<file path="src/pfig_pkg.sv">
// pfig_pkg.sv: shared constants and types of the fault supervision and interrupt block.
// Assumes one 125 MHz digital clock and a 32-bit AHB-Lite register bus.
package pfig_pkg;

   // ****************************************
   // timing and counts
   // ****************************************
   localparam int CLK_MHZ = 125;
   localparam int LIMIT_TIME_US = 20;
   localparam int LIMIT_CYC = LIMIT_TIME_US * CLK_MHZ;
   localparam int OVERLOAD_TIME_MS = 1;
   localparam int OVERLOAD_CYC = OVERLOAD_TIME_MS * 1000 * CLK_MHZ;
   localparam int NUM_BUCK = 2;
   localparam int NUM_LDO = 2;
   localparam int NUM_REG = NUM_BUCK + NUM_LDO;
   localparam int NUM_GPO = 2;

   // ****************************************
   // register byte addresses
   // ****************************************
   localparam logic [7:0] A_BUCK_CTRL = 8'h00;
   localparam logic [7:0] A_LDO_CTRL = 8'h04;
   localparam logic [7:0] A_CONFIG = 8'h08;
   localparam logic [7:0] A_GPO_CTRL = 8'h0c;
   localparam logic [7:0] A_FLAGS = 8'h10;
   localparam logic [7:0] A_MASK = 8'h14;
   localparam logic [7:0] A_STAT = 8'h18;
   localparam logic [7:0] A_RESET = 8'h1c;

   // buck ctrl: per buck byte n: [0] enable, [1] discharge enable, [4:2] peak limit
   localparam int BK_STRIDE = 8;
   localparam int BK_EN = 0;
   localparam int BK_DIS = 1;
   localparam int BK_LIM_LO = 2;
   localparam int LIM_W = 3;
   // ldo ctrl: per ldo byte n: [0] enable, [1] discharge enable
   // config: [0] hot warning threshold select, [1] shared pin function select
   localparam int CF_HOT = 0;
   localparam int CF_PIN = 1;
   // gpo ctrl per byte n: [0] drive type (1 open drain), [1] level, [2] sequence ctrl
   localparam int GP_OD = 0;
   localparam int GP_LVL = 1;
   localparam int GP_SEQ = 2;
   // flags / mask bit positions
   localparam int F_BLIM = 0;   // 2 bits
   localparam int F_LLIM = 2;   // 2 bits
   localparam int F_BSC = 4;    // 2 bits
   localparam int F_LSC = 6;    // 2 bits
   localparam int F_BSUM = 8;   // 2 bits
   localparam int F_LSUM = 10;  // 2 bits
   localparam int F_HOT = 12;
   localparam int F_OVP = 13;
   localparam int F_TSD = 14;
   localparam int F_RST = 15;
   localparam int FLAG_W = 16;
   // stat: [1:0] buck limit live, [3:2] ldo limit live, [4] hot, [5] ovp, [6] tsd,
   // [8:7] buck on, [10:9] ldo on, [12:11] mode
   localparam int S_ON = 7;
   localparam int S_MODE = 11;
   localparam logic [FLAG_W-1:0] MASK_RST = 16'h0000;
   localparam logic [1:0] HTRANS_NONSEQ = 2'h2;

   typedef enum logic [1:0] {PFIG_SHUTDOWN, PFIG_STANDBY, PFIG_ACTIVE} pfig_mode_t;

   typedef struct packed {
      logic [NUM_BUCK-1:0] buck_limit;
      logic [NUM_LDO-1:0] ldo_limit;
      logic [NUM_REG-1:0] below_short;   // buck0,buck1,ldo0,ldo1
      logic hot_warn;
      logic hot_warn_alt;
      logic overvoltage;
      logic overheat;
   } pfig_analog_t;

   typedef struct packed {
      logic [NUM_REG-1:0] power_stage_on;
      logic [NUM_REG-1:0] discharge_on;
   } pfig_reg_drive_t;

   typedef struct packed {
      logic [NUM_GPO-1:0] out;
      logic [NUM_GPO-1:0] oe_n;
      logic shared_pin_is_clock;
   } pfig_gpo_t;

endpackage

</file>
<file path="src/pfig_persist.sv">
// pfig_persist.sv: counts how long a level has held and reports once it has held long enough.
// Assumes its input is already synchronous to hclk.
`timescale 1ns/10ps
`default_nettype none
module pfig_persist #(
   parameter int CYCLES = 2500
)
(
   input wire logic hclk,
   input wire logic hresetn,
   input wire logic level,
   output logic held
);
   import pfig_pkg::*;

   typedef struct packed {
      logic [$clog2(CYCLES+1)-1:0] cnt;
      logic held;
   } pfig_cnt_t;

   pfig_cnt_t s_r;
   pfig_cnt_t s_nxt;

   always_comb
   begin
      s_nxt = s_r;
      if (!level)
      begin
         s_nxt.cnt = '0;
         s_nxt.held = 1'b0;
      end
      else if (s_r.cnt == ($clog2(CYCLES+1))'(CYCLES - 1))
      begin
         s_nxt.held = 1'b1;
      end
      else
      begin
         s_nxt.cnt = s_r.cnt + 1'b1;
      end
   end

   always_ff @(posedge hclk or negedge hresetn)
   begin
      if (!hresetn)
         s_r <= '0;
      else
         s_r <= s_nxt;
   end

   assign held = s_r.held;
endmodule
`default_nettype wire

</file>
<file path="src/pfig_fault_irq.sv">
// pfig_fault_irq.sv: fault supervision, sticky flags, interrupt pin and aux outputs.
// Assumes analog indications arrive asynchronously; hresetn is the supply lockout reset.
//
// Behaviour
// - buck limit held 20us sets flag, irq
// - each buck has 3-bit peak limit
// - live buck limit bit; write-1 clears flag
// - buck limit mask blocks its interrupt
// - ldo limit 20us: flag, live, w1c, mask
// - hot warning: threshold select, flag, mask
// - fault disable: stage off, discharge if enabled
// - below short threshold 1ms after enable
// - below overload threshold 1ms disables regulator
// - buck short: flags, status cleared, irq
// - ldo short: flags, status cleared, irq
// - clearing short flag restarts enabled regulator
// - overvoltage watched in standby/active only
// - overvoltage: all off, gpo low, flag
// - overvoltage flag sticks while input high
// - no enable while overvoltage or pending
// - thermal shutdown: all off, flag, standby
// - shutdown flag sticks while hot; no enable
// - lockout disables all; recovery enters standby
// - reset flag set after shutdown or reset
// - shared pin: aux output or clock input
// - aux drive type, level, sequence control
//
// Decided for this implementation: the register addresses and the AHB-Lite register port.
`timescale 1ns/10ps
`default_nettype none
module pfig_fault_irq #(
   parameter int OVERLOAD_CYCLES = pfig_pkg::OVERLOAD_CYC,
   parameter int LIMIT_CYCLES = pfig_pkg::LIMIT_CYC
)
(
   input wire logic hclk,
   input wire logic hresetn,
   input wire logic hsel,
   input wire logic [31:0] haddr,
   input wire logic [1:0] htrans,
   input wire logic hwrite,
   input wire logic [2:0] hsize,
   input wire logic [31:0] hwdata,
   input wire logic hready,
   output logic [31:0] hrdata,
   output logic hreadyout,
   output logic hresp,
   input wire pfig_pkg::pfig_analog_t analog_in,
   input wire logic enable_pin,
   output pfig_pkg::pfig_reg_drive_t reg_drive,
   output pfig_pkg::pfig_gpo_t gpo,
   output logic [pfig_pkg::NUM_BUCK*pfig_pkg::LIM_W-1:0] buck_peak_limit_sel,
   output logic hot_warn_threshold_sel,
   output logic irq_out_n
);
   import pfig_pkg::*;

   typedef struct packed {
      pfig_analog_t s1;
      pfig_analog_t s2;
      pfig_analog_t s3;
      logic [2:0] en_sync;
      logic [31:0] buck_ctrl;
      logic [31:0] ldo_ctrl;
      logic [1:0] config_bits;
      logic [31:0] gpo_ctrl;
      logic [FLAG_W-1:0] flags;
      logic [FLAG_W-1:0] mask;
      logic [NUM_REG-1:0] on_status;
      logic [NUM_REG-1:0] starting;
      pfig_mode_t mode;
      logic wr_pend;
      logic rd_pend;
      logic [7:0] addr;
      logic [31:0] rdata;
      pfig_reg_drive_t drive;
      pfig_gpo_t gpo;
      logic irq_n;
   } pfig_state_t;

   pfig_state_t s_r;
   pfig_state_t s_nxt;
   pfig_analog_t live;
   logic [NUM_REG-1:0] low_held;
   logic [NUM_BUCK-1:0] blim_held;
   logic [NUM_LDO-1:0] llim_held;
   logic [NUM_REG-1:0] reg_en;
   logic [NUM_REG-1:0] dis_en;

   // ****************************************
   // input filter: live always follows stage 3, whether or not stages 2 and 3 agree
   // ****************************************
   always_comb
   begin
      live = s_r.s3;
      for (int i = 0; i < $bits(pfig_analog_t); i++)
      begin
         if (s_r.s2[i] == s_r.s3[i])
            live[i] = s_r.s2[i];
      end
   end

   // ****************************************
   // persistence timers
   // ****************************************
   genvar g;
   generate
      for (g = 0; g < NUM_REG; g++)
      begin : g_reg
         pfig_persist #(.CYCLES(OVERLOAD_CYCLES)) u_low (
            .hclk(hclk),
            .hresetn(hresetn),
            .level(live.below_short[g] & s_r.on_status[g]),
            .held(low_held[g])
         );
         if (g < NUM_BUCK)
         begin : g_bk
            assign reg_en[g] = s_r.buck_ctrl[g*BK_STRIDE+BK_EN];
            assign dis_en[g] = s_r.buck_ctrl[g*BK_STRIDE+BK_DIS];
            assign buck_peak_limit_sel[g*LIM_W +: LIM_W] =
               s_r.buck_ctrl[g*BK_STRIDE+BK_LIM_LO +: LIM_W];
            pfig_persist #(.CYCLES(LIMIT_CYCLES)) u_lim (
               .hclk(hclk),
               .hresetn(hresetn),
               .level(live.buck_limit[g]),
               .held(blim_held[g])
            );
         end
         else
         begin : g_ld
            assign reg_en[g] = s_r.ldo_ctrl[(g-NUM_BUCK)*BK_STRIDE+BK_EN];
            assign dis_en[g] = s_r.ldo_ctrl[(g-NUM_BUCK)*BK_STRIDE+BK_DIS];
            pfig_persist #(.CYCLES(LIMIT_CYCLES)) u_lim (
               .hclk(hclk),
               .hresetn(hresetn),
               .level(live.ldo_limit[g-NUM_BUCK]),
               .held(llim_held[g-NUM_BUCK])
            );
         end
      end
   endgenerate

   // ****************************************
   // next state
   // ****************************************
   always_comb
   begin
      logic [FLAG_W-1:0] w1c;
      logic [FLAG_W-1:0] setv;
      logic ovp_ev;
      logic tsd_ev;
      logic block_en;
      logic [NUM_REG-1:0] sc_ev;
      logic [NUM_REG-1:0] sc_flag;
      logic hot_now;
      w1c = '0;
      setv = '0;
      ovp_ev = 1'b0;
      tsd_ev = 1'b0;
      block_en = 1'b0;
      sc_ev = '0;
      sc_flag = '0;
      hot_now = 1'b0;
      s_nxt = s_r;
      s_nxt.s1 = analog_in;
      s_nxt.s2 = s_r.s1;
      s_nxt.s3 = s_r.s2;
      s_nxt.en_sync = {s_r.en_sync[1:0], enable_pin};
      s_nxt.rd_pend = 1'b0;
      s_nxt.wr_pend = 1'b0;

      // bus: address phase latched, data phase writes
      if (hsel && hready && htrans == HTRANS_NONSEQ)
      begin
         s_nxt.addr = haddr[7:0];
         s_nxt.wr_pend = hwrite;
         s_nxt.rd_pend = !hwrite;
      end
      if (s_r.wr_pend)
      begin
         unique case (s_r.addr)
            A_BUCK_CTRL: s_nxt.buck_ctrl = hwdata;
            A_LDO_CTRL: s_nxt.ldo_ctrl = hwdata;
            A_CONFIG: s_nxt.config_bits = hwdata[1:0];
            A_GPO_CTRL: s_nxt.gpo_ctrl = hwdata;
            A_FLAGS: w1c = hwdata[FLAG_W-1:0];
            A_MASK: s_nxt.mask = hwdata[FLAG_W-1:0];
            default: ;
         endcase
      end

      // overvoltage only watched when powered up
      ovp_ev = live.overvoltage && s_r.mode != PFIG_SHUTDOWN;
      tsd_ev = live.overheat;
      hot_now = s_r.config_bits[CF_HOT] ? live.hot_warn_alt : live.hot_warn;
      sc_ev = low_held;

      setv[F_BLIM +: NUM_BUCK] = blim_held;
      setv[F_LLIM +: NUM_LDO] = llim_held;
      setv[F_BSC +: NUM_BUCK] = sc_ev[NUM_BUCK-1:0];
      setv[F_BSUM +: NUM_BUCK] = sc_ev[NUM_BUCK-1:0];
      setv[F_LSC +: NUM_LDO] = sc_ev[NUM_REG-1:NUM_BUCK];
      setv[F_LSUM +: NUM_LDO] = sc_ev[NUM_REG-1:NUM_BUCK];
      setv[F_HOT] = hot_now;
      setv[F_OVP] = ovp_ev;
      setv[F_TSD] = tsd_ev;
      // set wins over a clear in the same cycle
      s_nxt.flags = (s_r.flags & ~w1c) | setv;

      sc_flag = {s_r.flags[F_LSC +: NUM_LDO], s_r.flags[F_BSC +: NUM_BUCK]};
      block_en = live.overvoltage || s_r.flags[F_OVP]
               || live.overheat || s_r.flags[F_TSD];

      // a regulator starts once enabled and its flags allow, and stays on until a fault or its enable bit clears
      for (int i = 0; i < NUM_REG; i++)
      begin
         if (!reg_en[i] || block_en || sc_flag[i] || sc_ev[i] || ovp_ev || tsd_ev)
            s_nxt.on_status[i] = 1'b0;
         else
            s_nxt.on_status[i] = 1'b1;
         s_nxt.drive.power_stage_on[i] = s_nxt.on_status[i];
         s_nxt.drive.discharge_on[i] = !s_nxt.on_status[i] && dis_en[i];
      end

      if (s_r.mode == PFIG_SHUTDOWN)
         s_nxt.mode = PFIG_STANDBY;
      else if (tsd_ev || s_nxt.on_status == '0)
         s_nxt.mode = PFIG_STANDBY;
      else
         s_nxt.mode = PFIG_ACTIVE;

      // aux outputs; sequence-controlled ones follow the enable pin
      for (int k = 0; k < NUM_GPO; k++)
      begin
         logic lvl;
         lvl = s_r.gpo_ctrl[k*BK_STRIDE+GP_SEQ] ? s_r.en_sync[2]
             : s_r.gpo_ctrl[k*BK_STRIDE+GP_LVL];
         if (ovp_ev || s_r.flags[F_OVP])
            lvl = 1'b0;
         if (s_r.gpo_ctrl[k*BK_STRIDE+GP_OD])
         begin
            s_nxt.gpo.out[k] = 1'b0;
            s_nxt.gpo.oe_n[k] = lvl;
         end
         else
         begin
            s_nxt.gpo.out[k] = lvl;
            s_nxt.gpo.oe_n[k] = 1'b0;
         end
      end
      s_nxt.gpo.shared_pin_is_clock = s_r.config_bits[CF_PIN];
      if (s_r.config_bits[CF_PIN])
         s_nxt.gpo.oe_n[1] = 1'b1;

      // interrupt stays low while any unmasked flag is pending
      s_nxt.irq_n = ~|(s_nxt.flags & ~s_r.mask);

      s_nxt.rdata = '0;
      if (hsel && hready && htrans == HTRANS_NONSEQ && !hwrite)
      begin
         unique case (haddr[7:0])
            A_BUCK_CTRL: s_nxt.rdata = s_r.buck_ctrl;
            A_LDO_CTRL: s_nxt.rdata = s_r.ldo_ctrl;
            A_CONFIG: s_nxt.rdata = {30'h0, s_r.config_bits};
            A_GPO_CTRL: s_nxt.rdata = s_r.gpo_ctrl;
            A_FLAGS: s_nxt.rdata = {16'h0, s_r.flags};
            A_MASK: s_nxt.rdata = {16'h0, s_r.mask};
            A_STAT: s_nxt.rdata = {19'h0, 2'(s_r.mode), s_r.on_status, live.overheat,
                                   live.overvoltage, hot_now, live.ldo_limit,
                                   live.buck_limit};
            default: s_nxt.rdata = '0;
         endcase
      end

      // software reset restores defaults and flags the event
      if (s_r.wr_pend && s_r.addr == A_RESET && hwdata[0])
      begin
         s_nxt.buck_ctrl = '0;
         s_nxt.ldo_ctrl = '0;
         s_nxt.config_bits = '0;
         s_nxt.gpo_ctrl = '0;
         s_nxt.mask = MASK_RST;
         s_nxt.flags = '0;
         s_nxt.flags[F_RST] = 1'b1;
         s_nxt.on_status = '0;
         s_nxt.drive.power_stage_on = '0;
         s_nxt.mode = PFIG_STANDBY;
      end
   end

   // ****************************************
   // registers; lockout reset forces shutdown and sets the reset flag
   // ****************************************
   always_ff @(posedge hclk or negedge hresetn)
   begin
      if (!hresetn)
      begin
         s_r <= '0;
         s_r.flags[F_RST] <= 1'b1;
         s_r.mask <= MASK_RST;
         s_r.mode <= PFIG_SHUTDOWN;
         s_r.irq_n <= 1'b1;
         s_r.gpo.oe_n <= '1;
      end
      else
      begin
         s_r <= s_nxt;
      end
   end

   assign hrdata = s_r.rdata;
   assign hreadyout = 1'b1;
   assign hresp = 1'b0;
   assign reg_drive = s_r.drive;
   assign gpo = s_r.gpo;
   assign hot_warn_threshold_sel = s_r.config_bits[CF_HOT];
   assign irq_out_n = s_r.irq_n;
endmodule
`default_nettype wire

</file>
<file path="config.mk">
export PLATFORM = sky130hd
export DESIGN_NAME = pfig_fault_irq
export DESIGN_NICKNAME = d
export VERILOG_FILES = /design/src/pfig_pkg.sv /design/src/pfig_persist.sv /design/src/pfig_fault_irq.sv
export SDC_FILE = /design/constraint.sdc
export NUM_CORES = 1
export LEC_CHECK = 0
export BUFFER_PORTS_ARGS = -buffer_cell sky130_fd_sc_hd__buf_2
export CORE_MARGIN = 1.5
export CORE_UTILIZATION = 50
export CTS_CLUSTER_SIZE = 25
export DETAILED_ROUTE_END_ITERATION = 8
export GPL_ROUTABILITY_DRIVEN = 0
export MAX_ROUTING_LAYER = met4
export PLACE_DENSITY = 0.68
export RECOVER_POWER = 25
export SETUP_SLACK_MARGIN = 0.5
export SYNTH_ARGS = -nofsm -noshare
export SYNTH_HDL_FRONTEND = slang
export SYNTH_SLANG_ARGS = --single-unit
</file>
<file path="constraint.sdc">
create_clock -name hclk -period 3.4 [get_ports hclk]
set_clock_uncertainty 0.15 [all_clocks]
set_input_delay 0.68 -clock hclk [delete_from_list [all_inputs] [get_ports hclk]]
set_output_delay 0.68 -clock hclk [all_outputs]
set_load 0.05 [all_outputs]
</file>
==> After elaboration in Yosys (flattened, before gate mapping) <==
Index checks and enable logic that the tools add are counted.
{ "op_classes": {"add_sub_neg": 8, "multipliers": 0, "n_div": 0, "order_cmp": 0, "n_eq_ne": 49, "n_shift": 0, "mux": 67, "bitwise_logic": 9, "n_reduce_logical": 58} }
{ "op_table": {"columns": ["cell", "n"], "rows": [
  ["32-bit one-hot mux with 7 select lines", 1],
  ["134-bit two-way mux", 1],
  ["32-bit two-way mux", 4],
  ["98-bit two-way mux", 1],
  ["18-bit two-way mux", 4],
  ["17-bit by 1-bit adder with 17-bit output, second input constant", 4],
  ["17-bit equality test, second input constant", 4],
  ["17-bit two-way mux", 4],
  ["16-bit two-way mux", 4],
  ["13-bit two-way mux", 4],
  ["12-bit by 1-bit adder with 12-bit output, second input constant", 4],
  ["12-bit equality test, second input constant", 4],
  ["8-bit by 5-bit equality test with 1-bit output, second input constant", 6],
  ["12-bit two-way mux", 4],
  ["1-bit two-way mux", 34],
  ["16-bit AND", 2],
  ["8-bit by 4-bit equality test with 1-bit output, second input constant", 4],
  ["2-bit != test, second input constant", 16],
  ["16-bit NOT", 2],
  ["1-bit logical OR", 25],
  ["8-bit by 3-bit equality test with 1-bit output, second input constant", 2],
  ["8-bit zero test", 2],
  ["16-bit by 15-bit bitwise OR with 16-bit output", 1],
  ["16-bit OR reduction", 1],
  ["12 further kinds", 53]
]} }
{ "totals": {"ff_bits": 354, "latch_bits": 0, "mem_bits_rw": 0, "romBits": 0, "input_bits": 87, "wordCells": 246, "n_memories": 0} }

==> Longest topological paths before layout <==
{ "logic_depth": {"depth_word": 16, "depth_mapped": 9} }

==> By module <==
A second synthesis with hierarchy kept.
{ "hier_totals": {"hier_cells": 1585, "hier_area_um2": 16176.8} }
{ "modules_own_cells": {"columns": ["module", "n_inst", "cells_each", "area_per_inst_um2", "seq_area_each_um2"], "rows": [
  ["pfig_fault_irq", 1, 945, 9650.5, 5660.4],
  ["pfig_persist at g_reg[0].u_low ...", 4, 93, 950.9, 450.4],
  ["pfig_persist at g_reg[0].g_bk.u_lim ...", 4, 67, 680.7, 325.3]
]} }

==> Worst setup path before layout <==
OpenSTA, ideal clock, no wires.
{ "synth_timing": {"path_kind": "input-to-reg", "startpoint": "in haddr[5]", "endpoint": "reg s_r (netlist bit hrdata[10])", "setup_time_ps": 82, "t_arrival_ps": 2052, "setup_slack_ps": 1116, "stages": 6, "n_path_buf": 2, "cell_sequence": "nor4_1 > and4_1 > clkbuf_1 > clkbuf_1 > a22oi_1 > a31oi_1"} }
{ "synth_lines": {"columns": ["item", "line_no", "rtl"], "rows": [
  ["start: declaration", "pfig_fault_irq.sv:39", "input wire logic [31:0] haddr,"],
  ["end signal: assignment", "pfig_fault_irq.sv:307", "s_r <= s_nxt;"],
  ["end: declaration", "pfig_fault_irq.sv:81", "pfig_state_t s_r;"]
]} }

==> Worst setup path in the final report <==
{ "layout_timing": {"startpoint": "reg s_r[55] in the netlist's numbering", "endpoint": "reg s_r (netlist bit buck_peak_limit_sel[2])"} }
{ "layout_between": {"elab_chain_cells": 4, "word_cells_on_any_way": 6, "cone_classes": "mux (1); reduce/logical (5)"} }
{ "layout_lines": {"columns": ["item", "line_no", "rtl"], "rows": [
  ["1-bit logical AND (2 in series)", "pfig_fault_irq.sv:276", "if (s_r.wr_pend && s_r.addr == A_RESET && hwdata[0])"],
  ["2-bit nonzero test (no source line)", null, null],
  ["2-bit AND reduction (no source line)", null, null]
]} }
Several ways; a longest one is shown, not always the timed one.
A chain may end at the register's enable or synchronous reset.

==> results.cfg <==
[synthesis]
synth_edf_count = 0
synth_cell_types = 62
synthArstFlopShare = 1.00
synth_area_um2 = 15300
yosysWarnings = 0
syn_nets = 1552
syn_avg_cell_area_um2 = 10.5
syn_inst = 1457
synth_top_area_frac = 0.567
synth_seq_area_share = 0.574
yosys_register_bits = 350
ys_top_cells_by_area = dfrtp_1, nand2_1, o21ai_0, nor2_1, xnor2_1
yosysTopAreaCell = dfrtp_1
synth_top_flop_cell = dfrtp_1

[sta]
finalHoldViolCount = 0
setup_ws_ns = 0.659
setup_tns_ns = 0
period_share = 0.806
fmax_mhz = 365
slew_headroom = -0.572
timing.hold.ws_ns = 0.111
setup_viol = 0
worst_pin_slew_ns = 2.36
period_minus_slack_ns = 2.74
rsz0062_at_grt = no
finalMaxSlewViolations = 85

[clock_tree]
htreeDepth = 2
path_clk_slew_ns = 0.06
post_cts_resized = 0
cts_setup_buffers = 0
root_buffer = clkbuf_16
clock_latency_ns = 0.53
numCtsBuffers = 38
clock-sinks = 350
cts_tree = yes
cts_hold_buf = 0
clk_path_buf_depth = 3

[drt]
drt_iter0_markers = 973
via_per_inst = 5.62
wl_per_cell_um = 17.9
antenna_left = 0
wl_um = 34700
drc = 0
num_vias = 10924
dr.pass1.iters = 6

[floorplan]
dieHeight_um = 178
start_util = 0.511
ioPinCount = 142
die_area_um2 = 31600
coreArea_um2 = 29900
fp.dieW_um = 178
rows = 63

[layout]
regArea_um2 = 8760
drive_above_1_share = 0.143
fin_nets = 1613
fin_cells = 1943
multiInputGateArea_um2 = 5830
stdcell_area_um2 = 17100
area_growth_pct = 12.3
nFillCells = 2557
final_util = 0.574

[power]
power_frac_seq = 0.497
leakage_nw = 7.65
pwr-share-clk = 0.455
p_per_area_nw_per_um2 = 516
power.net_switching_mw = 1.99
ir_drop_uv = 326
combPwrFrac = 0.048
p_int_mw = 6.87
fin_total_pwr_mw = 8.85
swShare = 0.224

[placement]
dp_hpwl_um = 22800
place_area_um2 = 15900
port_buffers = 112
post-place-cells = 1868
dpl_worst_slack_ns = 0.762

[critical_path]
startpoint_type = flop
slowest_delay_ns = 0.65
cp-end-kind = flop
critPathArrivalTime_ns = 2.96
cp_top_family = simple AND/OR/NAND/NOR gates
path_max_fanout = 62
cp_data_required_time_ns = 3.62
path_class = reg -> reg
path_cells = and2_0, and4_1, o21ai_4, buf_4, nand2_1, o21ai_0
worstPathBufferInverterCount = 1
slowest_stage = dfrtp_1

[flow_run]
cap_violations = 1

[global_route]
grt_pass1_wl_um = 56700
grtUsageTotal = 0.234
grt_pass1_vias = 10775
overflow = 0
antenna_found_initial = 6
grt_max_degree = 89

[min_path]
hold_path.class = in -> reg

[status]
violations = capacitance limit, slew limit
status = finished, violations left
-- worst paths after layout --
kind	startpoint	endpoint	slack (ns)	depth (start not counted)
hold reg to reg	s_nxt[197]$_DFF_PN0_	s_nxt[198]$_DFF_PN0_	0.19	0
hold / removal	analog_in[5]	s_nxt[216]$_DFF_PN0_	0.11	1
max in group asynchronous	hresetn	gpo[2]$_DFF_PN1_	0.91	2
setup reg to reg	s_r[55]$_DFF_PN0_	buck_peak_limit_sel[2]$_DFFE_PN0P_	0.66	6
setup / recovery	s_r[55]$_DFF_PN0_	buck_peak_limit_sel[2]$_DFFE_PN0P_	0.66	6
min in group asynchronous	hresetn	g_reg[3].g_ld.u_lim.s_r[8]$_DFFE_PN0P_	0.72	1
-- layout by cell type, fill, tap and decap left out, drive strengths merged, types with 20 or more instances in the layout --
cell type    n
a22oi       27
xnor2       50
a222oi      21
nand2      197
nand3       53
clkbuf      63
nand4       27
nor2       140
dfrtp      346
nor4        27
mux2i       26
o21ai      114
and2        40
a21oi       27
and3        20
xor2        38
buf        134
nor3        24
-- Yosys cell counts, drive strengths merged, types with 3 or more instances --
| cell type | number |
|---|---|
| a21boi | 9 |
| a21oi | 27 |
| a222oi | 21 |
| a22o | 11 |
| a22oi | 27 |
| a311oi | 3 |
| a31oi | 13 |
| and2 | 40 |
| and3 | 20 |
| and4 | 7 |
| buf | 69 |
| clkbuf | 45 |
| dfrtp | 346 |
| dfstp | 4 |
| ha | 8 |
| inv | 9 |
| mux2 | 10 |
| mux2i | 26 |
| nand2 | 197 |
| nand2b | 8 |
| nand3 | 53 |
| nand4 | 27 |
| nor2 | 140 |
| nor2b | 15 |
| nor3 | 24 |
| nor3b | 5 |
| nor4 | 27 |
| nor4b | 9 |
| o21a | 7 |
| o21ai | 114 |
| o32ai | 4 |
| or3 | 13 |
| or4 | 3 |
| xnor2 | 50 |
| xor2 | 38 |
-- cell families (layout without fill, tap and decap cells) --
kind of cell               Yosys count  count (layout)  synth area share
DFF                                350             350             0.574
xor gates and xnor gates            88              88            0.0505
buffers and inverters              123             212            0.0461
muxes                               36              36            0.0244
other                                2               9          0.000492
and+or+nand+nor                    601             601             0.192
adders and majority gates            8               8           0.00656
AOI/OAI and AO/OA                  249             249             0.105
-- sequential cells by signal (all words and copies together) (netlist names), 4 cells and up --
signal / cells
dis_en: 4
buck_peak_limit_sel: 6
s_r: 138
reg_en: 4
g.u_low.held: 4
gpo: 5
g.g_bk.u_lim.s_r: 24
g.u_low.s_r: 68
hrdata: 32
reg_drive: 8
g.g_ld.u_lim.s_r: 24
s_nxt: 27
-- layout make-up --
type | count | area share
sequential | 350 | 0.511
antenna | 7 | 0.00102
clock buffer | 62 | 0.0685
tap | 390 | 0.0285
clock inverter | 6 | 0.00321
multi-input combinational | 984 | 0.340
inverter | 9 | 0.00197
timing repair buffer | 135 | 0.0457
-- per-layer routing --
| metal | track usage | part of all wire | vias to the layer above |
|---|---|---|---|
| met5 | - | 0 | - |
| met4 | 0.0774 | 0.027 | 0 |
| met3 | 0.0521 | 0.066 | 73 |
| met2 | 0.354 | 0.46 | 331 |
| met1 | 0.313 | 0.45 | 5352 |
| li1 | - | - | 5168 |
-- power groups by stage --
stage	logic, mW	clock network, mW	registers (mW)
floorplan	0.252	0	4.43
global placement	0.424	0	4.47
detailed placement	0.433	0	4.47
CTS	0.436	4.12	4.40
global route	0.481	4.31	4.42
finish	0.429	4.03	4.40
-- worst register-to-register path: cells and delay by family (launching register included) --
family,cells,cell delay (ns)
buffers and inverters,1,0.33
flip-flops,1,0.65
AO/OA/AOI/OAI,2,0.20
AND/OR/NAND/NOR,3,1.27
No activity file was read; power rests on OpenSTA's default activity.
